--- src/include/supervisor_pkg.sv ---
// Constants and types shared by the supply supervisor event-masking logic
package supervisor_pkg;

  // ---------------------------------------------------------------
  // Clock and timing
  // ---------------------------------------------------------------
  localparam int CLK_MHZ = 200;
  localparam int FAST_MASK_NS = 2000;
  localparam int NORMAL_MASK_NS = 150000;
  localparam int OSC_OVERSHOOT_NS = 6000;
  localparam int CLOCK_RISK_NS = 4000;
  localparam int CNT_W = 16;

  // Cycle counts derived from the times above (all divide exactly)
  localparam logic [CNT_W-1:0] FAST_MASK_CYCLES =
    CNT_W'(FAST_MASK_NS * CLK_MHZ / 1000);
  localparam logic [CNT_W-1:0] NORMAL_MASK_CYCLES =
    CNT_W'(NORMAL_MASK_NS * CLK_MHZ / 1000);
  localparam logic [CNT_W-1:0] OSC_OVERSHOOT_CYCLES =
    CNT_W'(OSC_OVERSHOOT_NS * CLK_MHZ / 1000);
  localparam logic [CNT_W-1:0] CLOCK_RISK_CYCLES =
    CNT_W'(CLOCK_RISK_NS * CLK_MHZ / 1000);

  // ---------------------------------------------------------------
  // Supervisor indices and main clock limits per core level (kHz)
  // ---------------------------------------------------------------
  localparam int HIGH_SIDE = 0;
  localparam int LOW_SIDE = 1;
  localparam logic [15:0] LIMIT_KHZ_LEVEL0 = 16'h0FA0;
  localparam logic [15:0] LIMIT_KHZ_LEVEL1 = 16'h1B58;
  localparam logic [15:0] LIMIT_KHZ_LEVEL2 = 16'h2AF8;
  localparam logic [15:0] LIMIT_KHZ_LEVEL3 = 16'h36B0;

  // ---------------------------------------------------------------
  // Types
  // ---------------------------------------------------------------
  typedef enum logic [2:0] {
    PM_ACTIVE,
    PM_SLEEP0,
    PM_SLEEP1,
    PM_SLEEP2,
    PM_SLEEP3,
    PM_SLEEP4
  } power_mode_type;

  typedef struct packed {
    logic supervisor_enable;
    logic supervisor_fast_mode;
    logic supervisor_sleep_keep;
    logic supervisor_reset_enable;
  } supervisor_ctrl_type;

  typedef enum logic [1:0] {
    WAKE_IDLE,
    WAKE_MASK,
    WAKE_RISK
  } wake_state_type;

  // Value of each supervisor control after reset or soft clear
  localparam supervisor_ctrl_type CTRL_RESET = '{
    supervisor_enable: 1'b1,
    supervisor_fast_mode: 1'b0,
    supervisor_sleep_keep: 1'b0,
    supervisor_reset_enable: 1'b1
  };

endpackage : supervisor_pkg

--- src/rtl/supply_supervisor_event_masking.sv ---
// Supply supervisor event masking, flags, resets and wake-up masking
//
// Notes on behaviour
// - Fast-mode comparator re-enabled: ignore its output for 2 us first.
// - Low side in normal mode: hold CPU 150 us after deepest wakes.
// - Accepted event sets its flag; with reset enable it requests a reset.
// - Flags set and comparator still settling: all pins go high-impedance.
// - Sleep keep at 0: comparator off in sleep 2-4, back on after.
// - After any reset both supervisors enable without starting the mask.
// - Disabled before soft clear: flags stay dead until control write.
// - Low side both off or both fast: wake mask lasts 2 us only.
// - Oscillator overshoots 6 us after wake; main clock risky for 4 us.
// - Overspeed hazard only above 4, 7, 11 or 14 MHz per core level.
`timescale 1ns/10ps

module supply_supervisor_event_masking #(
  parameter logic [supervisor_pkg::CNT_W-1:0] NORMAL_MASK_CYCLES =
    supervisor_pkg::NORMAL_MASK_CYCLES
) (
  input wire logic clk_sys,
  input wire logic sys_rst,
  input wire logic soft_power_up_clear,
  input wire supervisor_pkg::power_mode_type power_mode,
  input wire logic [1:0] supervisor_ctrl_write,
  input wire supervisor_pkg::supervisor_ctrl_type supervisor_ctrl_wdata,
  input wire logic [1:0] supervisor_trip,
  input wire logic [1:0] supervisor_event_clear,
  input wire logic low_monitor_enable,
  input wire logic low_monitor_fast,
  input wire logic [1:0] core_level,
  input wire logic [15:0] main_clock_khz,
  input wire logic [2:0] main_clock_divider,
  output supervisor_pkg::supervisor_ctrl_type [1:0] supervisor_ctrl,
  output logic [1:0] supervisor_event_flag,
  output logic [1:0] flag_function_active,
  output logic [1:0] comparator_on,
  output logic power_on_reset_request,
  output logic pins_tristate,
  output logic cpu_hold,
  output logic clock_overspeed_risk
);

  localparam int W = supervisor_pkg::CNT_W;
  localparam logic [W-1:0] ONE = W'(1);

  // ---------------------------------------------------------------
  // Helpers
  // ---------------------------------------------------------------

  // Main clock limit for a core level, in kHz
  function automatic logic [15:0] clock_limit_khz(input logic [1:0] level);
    case (level)
      2'h0: clock_limit_khz = supervisor_pkg::LIMIT_KHZ_LEVEL0;
      2'h1: clock_limit_khz = supervisor_pkg::LIMIT_KHZ_LEVEL1;
      2'h2: clock_limit_khz = supervisor_pkg::LIMIT_KHZ_LEVEL2;
      default: clock_limit_khz = supervisor_pkg::LIMIT_KHZ_LEVEL3;
    endcase
  endfunction : clock_limit_khz

  // Counter step that stops at zero
  function automatic logic [W-1:0] count_down(input logic [W-1:0] value);
    count_down = (value == '0) ? '0 : W'(value - ONE);
  endfunction : count_down

  // ---------------------------------------------------------------
  // Supervisor state
  // ---------------------------------------------------------------
  supervisor_pkg::supervisor_ctrl_type [1:0] ctrl_q;
  supervisor_pkg::supervisor_ctrl_type [1:0] ctrl_d;
  logic [1:0] flag_q;
  logic [1:0] flag_d;
  logic [1:0] active_q;
  logic [1:0] active_d;
  logic [1:0] comp_on_q;
  logic [1:0] comp_on_d;
  logic [W-1:0] mask_q [2];
  logic [W-1:0] mask_d [2];
  logic por_q;
  logic por_d;
  logic tristate_q;
  logic tristate_d;
  logic deep_sleep;
  logic [1:0] accept;
  logic [1:0] settling;

  // Controls, comparator power, settling masks, flags and resets
  always_comb begin
    deep_sleep = (power_mode == supervisor_pkg::PM_SLEEP2) ||
                 (power_mode == supervisor_pkg::PM_SLEEP3) ||
                 (power_mode == supervisor_pkg::PM_SLEEP4);
    por_d = 1'b0;
    for (int i = 0; i < 2; i++) begin
      ctrl_d[i] = ctrl_q[i];
      active_d[i] = active_q[i];
      if (soft_power_up_clear) begin
        ctrl_d[i] = supervisor_pkg::CTRL_RESET;
        // A supervisor that was off leaves its flags dead
        active_d[i] = ctrl_q[i].supervisor_enable;
      end else if (supervisor_ctrl_write[i]) begin
        ctrl_d[i] = supervisor_ctrl_wdata;
        active_d[i] = 1'b1;
      end
      // Off in sleep 2-4 unless kept; software must keep fast ones on
      comp_on_d[i] = ctrl_d[i].supervisor_enable &
        ~(deep_sleep & ~ctrl_d[i].supervisor_sleep_keep);
      // A soft clear re-enables without starting the mask: the known
      // hazard is kept so software sees the same device
      if (comp_on_d[i] && !comp_on_q[i] && !soft_power_up_clear) begin
        mask_d[i] = ctrl_d[i].supervisor_fast_mode ?
          W'(supervisor_pkg::FAST_MASK_CYCLES - ONE) :
          W'(NORMAL_MASK_CYCLES - ONE);
      end else if (!comp_on_d[i]) begin
        mask_d[i] = '0;
      end else begin
        mask_d[i] = count_down(mask_q[i]);
      end
      settling[i] = comp_on_d[i] && (mask_d[i] != '0);
      // Output ignored while masked or while off
      accept[i] = supervisor_trip[i] & comp_on_q[i] & active_q[i] &
                  (mask_q[i] == '0);
      // Set wins over a clear in the same cycle
      flag_d[i] = (flag_q[i] & ~supervisor_event_clear[i]) |
                  accept[i];
      if (accept[i] && ctrl_q[i].supervisor_reset_enable) begin
        por_d = 1'b1;
      end
    end
    tristate_d = |(flag_d & settling);
  end

  // Power-on reset leaves both supervisors on and unmasked
  always_ff @(posedge clk_sys or posedge sys_rst) begin
    if (sys_rst) begin
      ctrl_q <= {2{supervisor_pkg::CTRL_RESET}};
      flag_q <= 2'h0;
      active_q <= 2'h3;
      comp_on_q <= 2'h3;
      mask_q[0] <= '0;
      mask_q[1] <= '0;
      por_q <= 1'b0;
      tristate_q <= 1'b0;
    end else begin
      ctrl_q <= ctrl_d;
      flag_q <= flag_d;
      active_q <= active_d;
      comp_on_q <= comp_on_d;
      mask_q[0] <= mask_d[0];
      mask_q[1] <= mask_d[1];
      por_q <= por_d;
      tristate_q <= tristate_d;
    end
  end

  // ---------------------------------------------------------------
  // Wake-up masking of CPU execution
  // ---------------------------------------------------------------
  supervisor_pkg::wake_state_type state_q;
  supervisor_pkg::wake_state_type state_d;
  supervisor_pkg::power_mode_type mode_q;
  logic [W-1:0] wake_cnt_q;
  logic [W-1:0] wake_cnt_d;
  logic [W-1:0] osc_cnt_q;
  logic [W-1:0] osc_cnt_d;
  logic hazard_q;
  logic hazard_d;
  logic wake_event;
  logic short_mask;
  logic over_limit;
  logic [15:0] eff_khz;

  // Mask length picked at the wake edge from the low-side settings
  always_comb begin
    wake_event = ((mode_q == supervisor_pkg::PM_SLEEP3) ||
                  (mode_q == supervisor_pkg::PM_SLEEP4)) &&
                 ((power_mode == supervisor_pkg::PM_ACTIVE) ||
                  (power_mode == supervisor_pkg::PM_SLEEP0) ||
                  (power_mode == supervisor_pkg::PM_SLEEP1));
    short_mask =
      (!ctrl_q[supervisor_pkg::LOW_SIDE].supervisor_enable &&
       !low_monitor_enable) ||
      (ctrl_q[supervisor_pkg::LOW_SIDE].supervisor_fast_mode &&
       low_monitor_fast);
    eff_khz = main_clock_khz >> main_clock_divider;
    over_limit = eff_khz > clock_limit_khz(core_level);
    state_d = state_q;
    wake_cnt_d = count_down(wake_cnt_q);
    osc_cnt_d = count_down(osc_cnt_q);
    hazard_d = hazard_q;
    case (state_q)
      supervisor_pkg::WAKE_IDLE: begin
        if (wake_event) begin
          state_d = supervisor_pkg::WAKE_MASK;
          wake_cnt_d = short_mask ?
            W'(supervisor_pkg::FAST_MASK_CYCLES - ONE) :
            W'(NORMAL_MASK_CYCLES - ONE);
          osc_cnt_d = W'(supervisor_pkg::OSC_OVERSHOOT_CYCLES - ONE);
          hazard_d = short_mask && over_limit;
        end
      end
      supervisor_pkg::WAKE_MASK: begin
        if (wake_cnt_q == '0) begin
          // Overshoot outlasting a short mask leaves the clock exposed
          state_d = (hazard_q && osc_cnt_q != '0) ?
            supervisor_pkg::WAKE_RISK :
            supervisor_pkg::WAKE_IDLE;
        end
      end
      supervisor_pkg::WAKE_RISK: begin
        if (osc_cnt_q == '0) begin
          state_d = supervisor_pkg::WAKE_IDLE;
        end
      end
      default: begin
        state_d = supervisor_pkg::WAKE_IDLE;
      end
    endcase
  end

  // Wake-up sequencer registers
  always_ff @(posedge clk_sys or posedge sys_rst) begin
    if (sys_rst) begin
      state_q <= supervisor_pkg::WAKE_IDLE;
      mode_q <= supervisor_pkg::PM_ACTIVE;
      wake_cnt_q <= '0;
      osc_cnt_q <= '0;
      hazard_q <= 1'b0;
    end else begin
      state_q <= state_d;
      mode_q <= power_mode;
      wake_cnt_q <= wake_cnt_d;
      osc_cnt_q <= osc_cnt_d;
      hazard_q <= hazard_d;
    end
  end

  // ---------------------------------------------------------------
  // Outputs
  // ---------------------------------------------------------------
  assign supervisor_ctrl = ctrl_q;
  assign supervisor_event_flag = flag_q;
  assign flag_function_active = active_q;
  assign comparator_on = comp_on_q;
  assign power_on_reset_request = por_q;
  assign pins_tristate = tristate_q;
  assign cpu_hold = (state_q == supervisor_pkg::WAKE_MASK);
  assign clock_overspeed_risk = (state_q == supervisor_pkg::WAKE_RISK);

endmodule : supply_supervisor_event_masking

--- config.mk ---
export PLATFORM = sky130hd
export DESIGN_NAME = supply_supervisor_event_masking
export DESIGN_NICKNAME = d
export VERILOG_FILES = /design/src/include/supervisor_pkg.sv /design/src/rtl/supply_supervisor_event_masking.sv
export SDC_FILE = /design/constraint.sdc
export NUM_CORES = 1
export LEC_CHECK = 0
export BUFFER_PORTS_ARGS = -buffer_cell sky130_fd_sc_hd__buf_2
export CORE_AREA = 4 4 100 102
export CTS_BUF_LIST = sky130_fd_sc_hd__clkbuf_8
export CTS_CLUSTER_DIAMETER = 40
export DETAILED_ROUTE_END_ITERATION = 8
export DIE_AREA = 0 0 104 106
export PLACE_DENSITY_LB_ADDON = 0.2
export SLEW_MARGIN = 15
export SYNTH_ARGS = -nofsm -noshare
export SYNTH_HDL_FRONTEND = slang
export SYNTH_SLANG_ARGS = --single-unit
--- constraint.sdc ---
create_clock -name clk_sys -period 5.6 [get_ports clk_sys]
set_input_delay 0.84 -clock clk_sys [delete_from_list [all_inputs] [get_ports clk_sys]]
set_output_delay 0.84 -clock clk_sys [all_outputs]
set_load 0.02 [all_outputs]
* Word level (Yosys, flattened, before mapping)
Index checks and enable logic that the tools add are counted.
** Word-level totals
- Register bits :: 86
- Input bits :: 39
- Output and inout port bits :: 18
- Word-level logic and storage cells :: 132
** Operators by class
- $add $sub $neg :: 4
- $lt $le $gt $ge :: 1
- Eq/ne operators :: 14
- Shift-type cells :: 1
- Multiplexer cells :: 31
- Bitwise gates (word level) :: 21
- Reduce and logical (&&, ||, !) cells :: 39
** Operator list (number)
- 16-bit 2-to-1 mux :: 12
- 16-bit logical NOT :: 4
- 16-bit by 1-bit subtractor with 16-bit output (second input constant) :: 4
- 16-bit nonzero test :: 3
- 15-bit 2-to-1 mux :: 3
- 14-bit one-hot mux with 3 select lines :: 1
- 16-bit greater-than comparator :: 1
- 4-bit 2-to-1 mux :: 4
- 16-bit by 3-bit >> shifter with 16-bit output :: 1
- 1-bit logical AND :: 13
- 1-bit AND :: 12
- 3-bit == test (second input constant) :: 4
- 2-bit 2-to-1 mux :: 4
- 3-bit by 2-bit == test with 1-bit output (second input constant) :: 2
- 1-bit logical OR :: 6
- 1-bit 2-to-1 mux :: 6
- 1-bit NOT :: 6
- 2-bit one-hot mux with 3 select lines :: 1
- 1-bit logical NOT :: 5
- 2-bit by 1-bit == test with 1-bit output (second input constant) :: 2
- 2-bit == test (second input constant) :: 2
- 2-bit logical NOT :: 2
- 2-bit by 1-bit inequality test with 1-bit output (second input constant) :: 2
- 2-bit nonzero test :: 2
- other kinds (8) :: 9

* Depth between registers and ports, before layout
- Word-level depth :: 13
- Gate-level depth with buffers :: 13
- Mapped depth without buffers :: 12

* Worst setup path before layout
No wires, ideal clock.
- Path kind :: input -> register
- Start :: input main_clock_divider[1]
- End :: register hazard_q
- Library setup time :: 110 ps
- Data arrival time :: 3221 ps
- Required time :: 5490 ps
- Slack :: 2269 ps
- Stages on the path :: 12
- Path buffers :: 2
- Cells stage by stage :: clkbuf_1 clkbuf_1 mux2_2 mux2_2 nand2_1 o21ai_0 ha_1 nand3_1 o21ai_0 a21o_1 a21oi_1 o41ai_1
** Between the ends
- Longest elaborated chain between the ends :: 3
** RTL lines
- start, declared :: line supply_supervisor_event_masking.sv:32 : input wire logic [2:0] main_clock_divider,
- 16-bit by 3-bit >> shifter with 16-bit output :: line supply_supervisor_event_masking.sv:183 : eff_khz = main_clock_khz >> main_clock_divider;
- 16-bit greater-than comparator :: line supply_supervisor_event_masking.sv:184 : over_limit = eff_khz > clock_limit_khz(core_level);
- 1-bit logical AND :: line supply_supervisor_event_masking.sv:197 : hazard_d = short_mask && over_limit;
- end signal, assigned :: line supply_supervisor_event_masking.sv:232 : hazard_q <= hazard_d;
- end, declared :: line supply_supervisor_event_masking.sv:164 : logic hazard_q;
No other way between the ends.
A chain may end at the register's enable or synchronous reset.

* Worst setup path in the final report
Ends and elaborated chain as after synthesis.

==> flow_metrics.tcl <==
set metrics [dict create \
    status "finished, final reports clean" \
    hold_class "input pin to asynchronous set/reset pin" \
    rr_worst_depth 6 \
    die_area_sq_um 11020 \
    arrival_ps 3120 \
    async_flop_share 1.000 \
    cp-start-kind "input pin" \
    cts-root-buf "clkbuf_8" \
    num_rows 35 \
    detail_route.vias_per_cell 5.801 \
    min_period_ps 2902 \
    grt_start_max_net_pins 71 \
    yosys.area.top_type "dfrtp_1" \
    required_ps 5820 \
    clk_latency_ps 350 \
    overflow 0 \
    io_buffers 56 \
    setup_viol 0 \
    maxSlewHeadroom 0.4136 \
    htreeDepth 3 \
    core_area_sq_um 9109 \
    nFillCells 811 \
    drt-total-wl_mm 11.03 \
    synth_area_per_cell_sq_um 9.287 \
    drive_gt1_frac 0.1829 \
    syn_to_final_growth_pct 11.41 \
    synth_cell_types 65 \
    yosysTopAreaCellShare 0.3828 \
    synth.most_common_cell "dfrtp_1" \
    post_drt_wl_per_cell_microns 15.61 \
    reg2reg_setup_slack_ps 3060 \
    fin_crit_sh 0.5183 \
    grt_pass1_wl_mm 19.02 \
    powerDensity_nw_per_um2 369.3 \
    tritoncts "done" \
    cp_max_fo 19 \
    max_freq_mhz 344.5 \
    dp_hpwl_mm 8.195 \
    final_hold_viol_count 0 \
    cp-startpoint "main_clock_divider[1]" \
    timing.rr.start "mask_q[21]" \
    post_cts_buffers 0 \
    cp-end-kind "flop" \
    placedCellCount 691 \
    clockBufferDepth 2 \
    routed-via-count 4101 \
    grt_pass1_vias 4070 \
    final_max_slew_viol_count 0 \
    worstMarginPinSlew_ps 879.6 \
    antenna_found_initial 0 \
    drcViolationCount 0 \
    netlist_area_sq_um 5034 \
    p_leak_nw 2.348 \
    ios 57 \
    die_h_microns 106 \
    fin_nets 648 \
    drt-initial-drc-count 199 \
    synthFlopType "dfrtp_1" \
    ant_nets 0 \
    syn_inst 542 \
    floorplan.initialDensity 0.5526 \
    skew_ps 11.54 \
    tns_ps 0 \
    ys_ff_latch 85 \
    stdcell_count 707 \
    synth.area.top_cells "dfrtp_1 38%, xnor2_1 5.4%, o21ai_0 4.9%" \
    gp_congestion 0.8854 \
    reg2reg_to "pins_tristate" \
    cts_made_buffers 9 \
    worst-setup-path-type "input pin to flop" \
    track_usage 0.2052 \
    synth_edf_count 0 \
    hold_buffers 0 \
    max-vdd-ir-drop_uv 217.8 \
    syn_nets 599 \
    die_w_microns 104 \
    synth_seq_area_share 0.4246 \
    synth_commonest_cells "77 x dfrtp_1, 63 x nor2_1, 49 x o21ai_0, 37 x nand2_1, 31 x xnor2_1" \
    yosys_warnings 0 \
    antenna_cells 0 \
    path_clk_slew_ps 90 \
    cts.sinks 85 \
    rsz0062_at_grt "no" \
    cap_violations 0 \
    dr.pass1.iters 4 \
    cts_resized 0 \
]
## state kept, by name, summed over array words and instances (netlist names), 8 cells and up
name	cells
wake_cnt_q	16
mask_q	32
osc_cnt_q	16
supervisor_ctrl	8
## cells by family (layout without fill, tap and decap cells)
logic type / count (synthesis) / count (layout) / share of synthesized area
compound gates: 117 / 117 / 0.1447
xor+xnor: 49 / 49 / 0.08526
fa+ha+maj: 18 / 18 / 0.04474
buf+inv: 43 / 97 / 0.03430
flops: 85 / 85 / 0.4246
mux: 26 / 26 / 0.05692
simple gates: 204 / 204 / 0.2095
## critical path, cell delays in order
cell and delay, ps:
buf_2 330, mux2_2 400, a211oi_1 270, a21oi_1 90, ha_1 330, a21o_1 160
a21oi_1 150, o21ai_0 120, a21o_1 180, a21oi_1 160, o41ai_1 90
## cell type report
cell class	instances	area [sq um]	share of cell area
Clock buffer	9	123.9	0.02209
Clock inverter	7	97.59	0.01740
Inverter	22	83.83	0.01495
Multi-Input combinational cell	414	2724	0.4857
Sequential cell	85	2137	0.3811
Tap cell	111	138.9	0.02477
Timing Repair Buffer	59	302.8	0.05399
## metrics by stage
step	setup WS (ps)	util	instance area, sq um	hold WS [ps]	power, mW
detailed placement	2379	0.5913	5386	500.4	1.593
CTS	2752	0.6157	5608	397.5	2.080
floorplan	2269	-	5034	443.0	1.418
global placement	2529	0.5913	5386	488.4	1.576
global route	2608	0.6157	5608	409.8	2.223
finish	2698	0.6157	5608	404.5	2.071
## layer usage
layer | global-route usage | wire length [microns] | vias up
met4 | 0.06078 | 131 | 0
met5 | 0 | 0 | -
met2 | 0.3273 | 5169 | 110
met3 | 0.03400 | 465 | 11
met1 | 0.2892 | 5266 | 1955
li1 | - | - | 2025
## placed cells by master (no fill, tap or decap), types with 3 or more instances in the layout
| cell | n |
|---|---|
| nor3_1 | 18 |
| nand2b_1 | 6 |
| a211o_1 | 4 |
| and3_1 | 5 |
| mux2i_1 | 14 |
| o22ai_1 | 5 |
| a31oi_1 | 4 |
| a21oi_1 | 17 |
| ha_1 | 18 |
| or3_1 | 8 |
| nand4_1 | 5 |
| buf_2 | 56 |
| nand2_1 | 37 |
| nor3b_1 | 3 |
| mux2_2 | 11 |
| o32ai_1 | 6 |
| inv_1 | 20 |
| nor2b_1 | 9 |
| dfstp_2 | 8 |
| buf_4 | 3 |
| xor2_1 | 18 |
| nor2_1 | 63 |
| nand3_1 | 15 |
| dfrtp_1 | 77 |
| nor4_1 | 12 |
| clkbuf_8 | 9 |
| xnor2_1 | 31 |
| o21ai_1 | 4 |
| a21o_1 | 3 |
| o21a_1 | 4 |
| o21ai_0 | 49 |
| or2_2 | 5 |
## power breakdown
part | switching (mW) | internal (mW)
Clock | 0.225 | 0.253
Sequential | 0.137 | 0.713
Combinational | 0.416 | 0.327
Total | 0.778 | 1.29
## worst max path at each step
stage,end,slack [ps],cells after the start
floorplan,hazard_q,2270,12
global placement,hazard_q,2530,11
detailed placement,hazard_q,2380,11
CTS,hazard_q,2750,11
global route,hazard_q,2610,11
finish,hazard_q,2700,11
(Power assumes the default switching activity.)
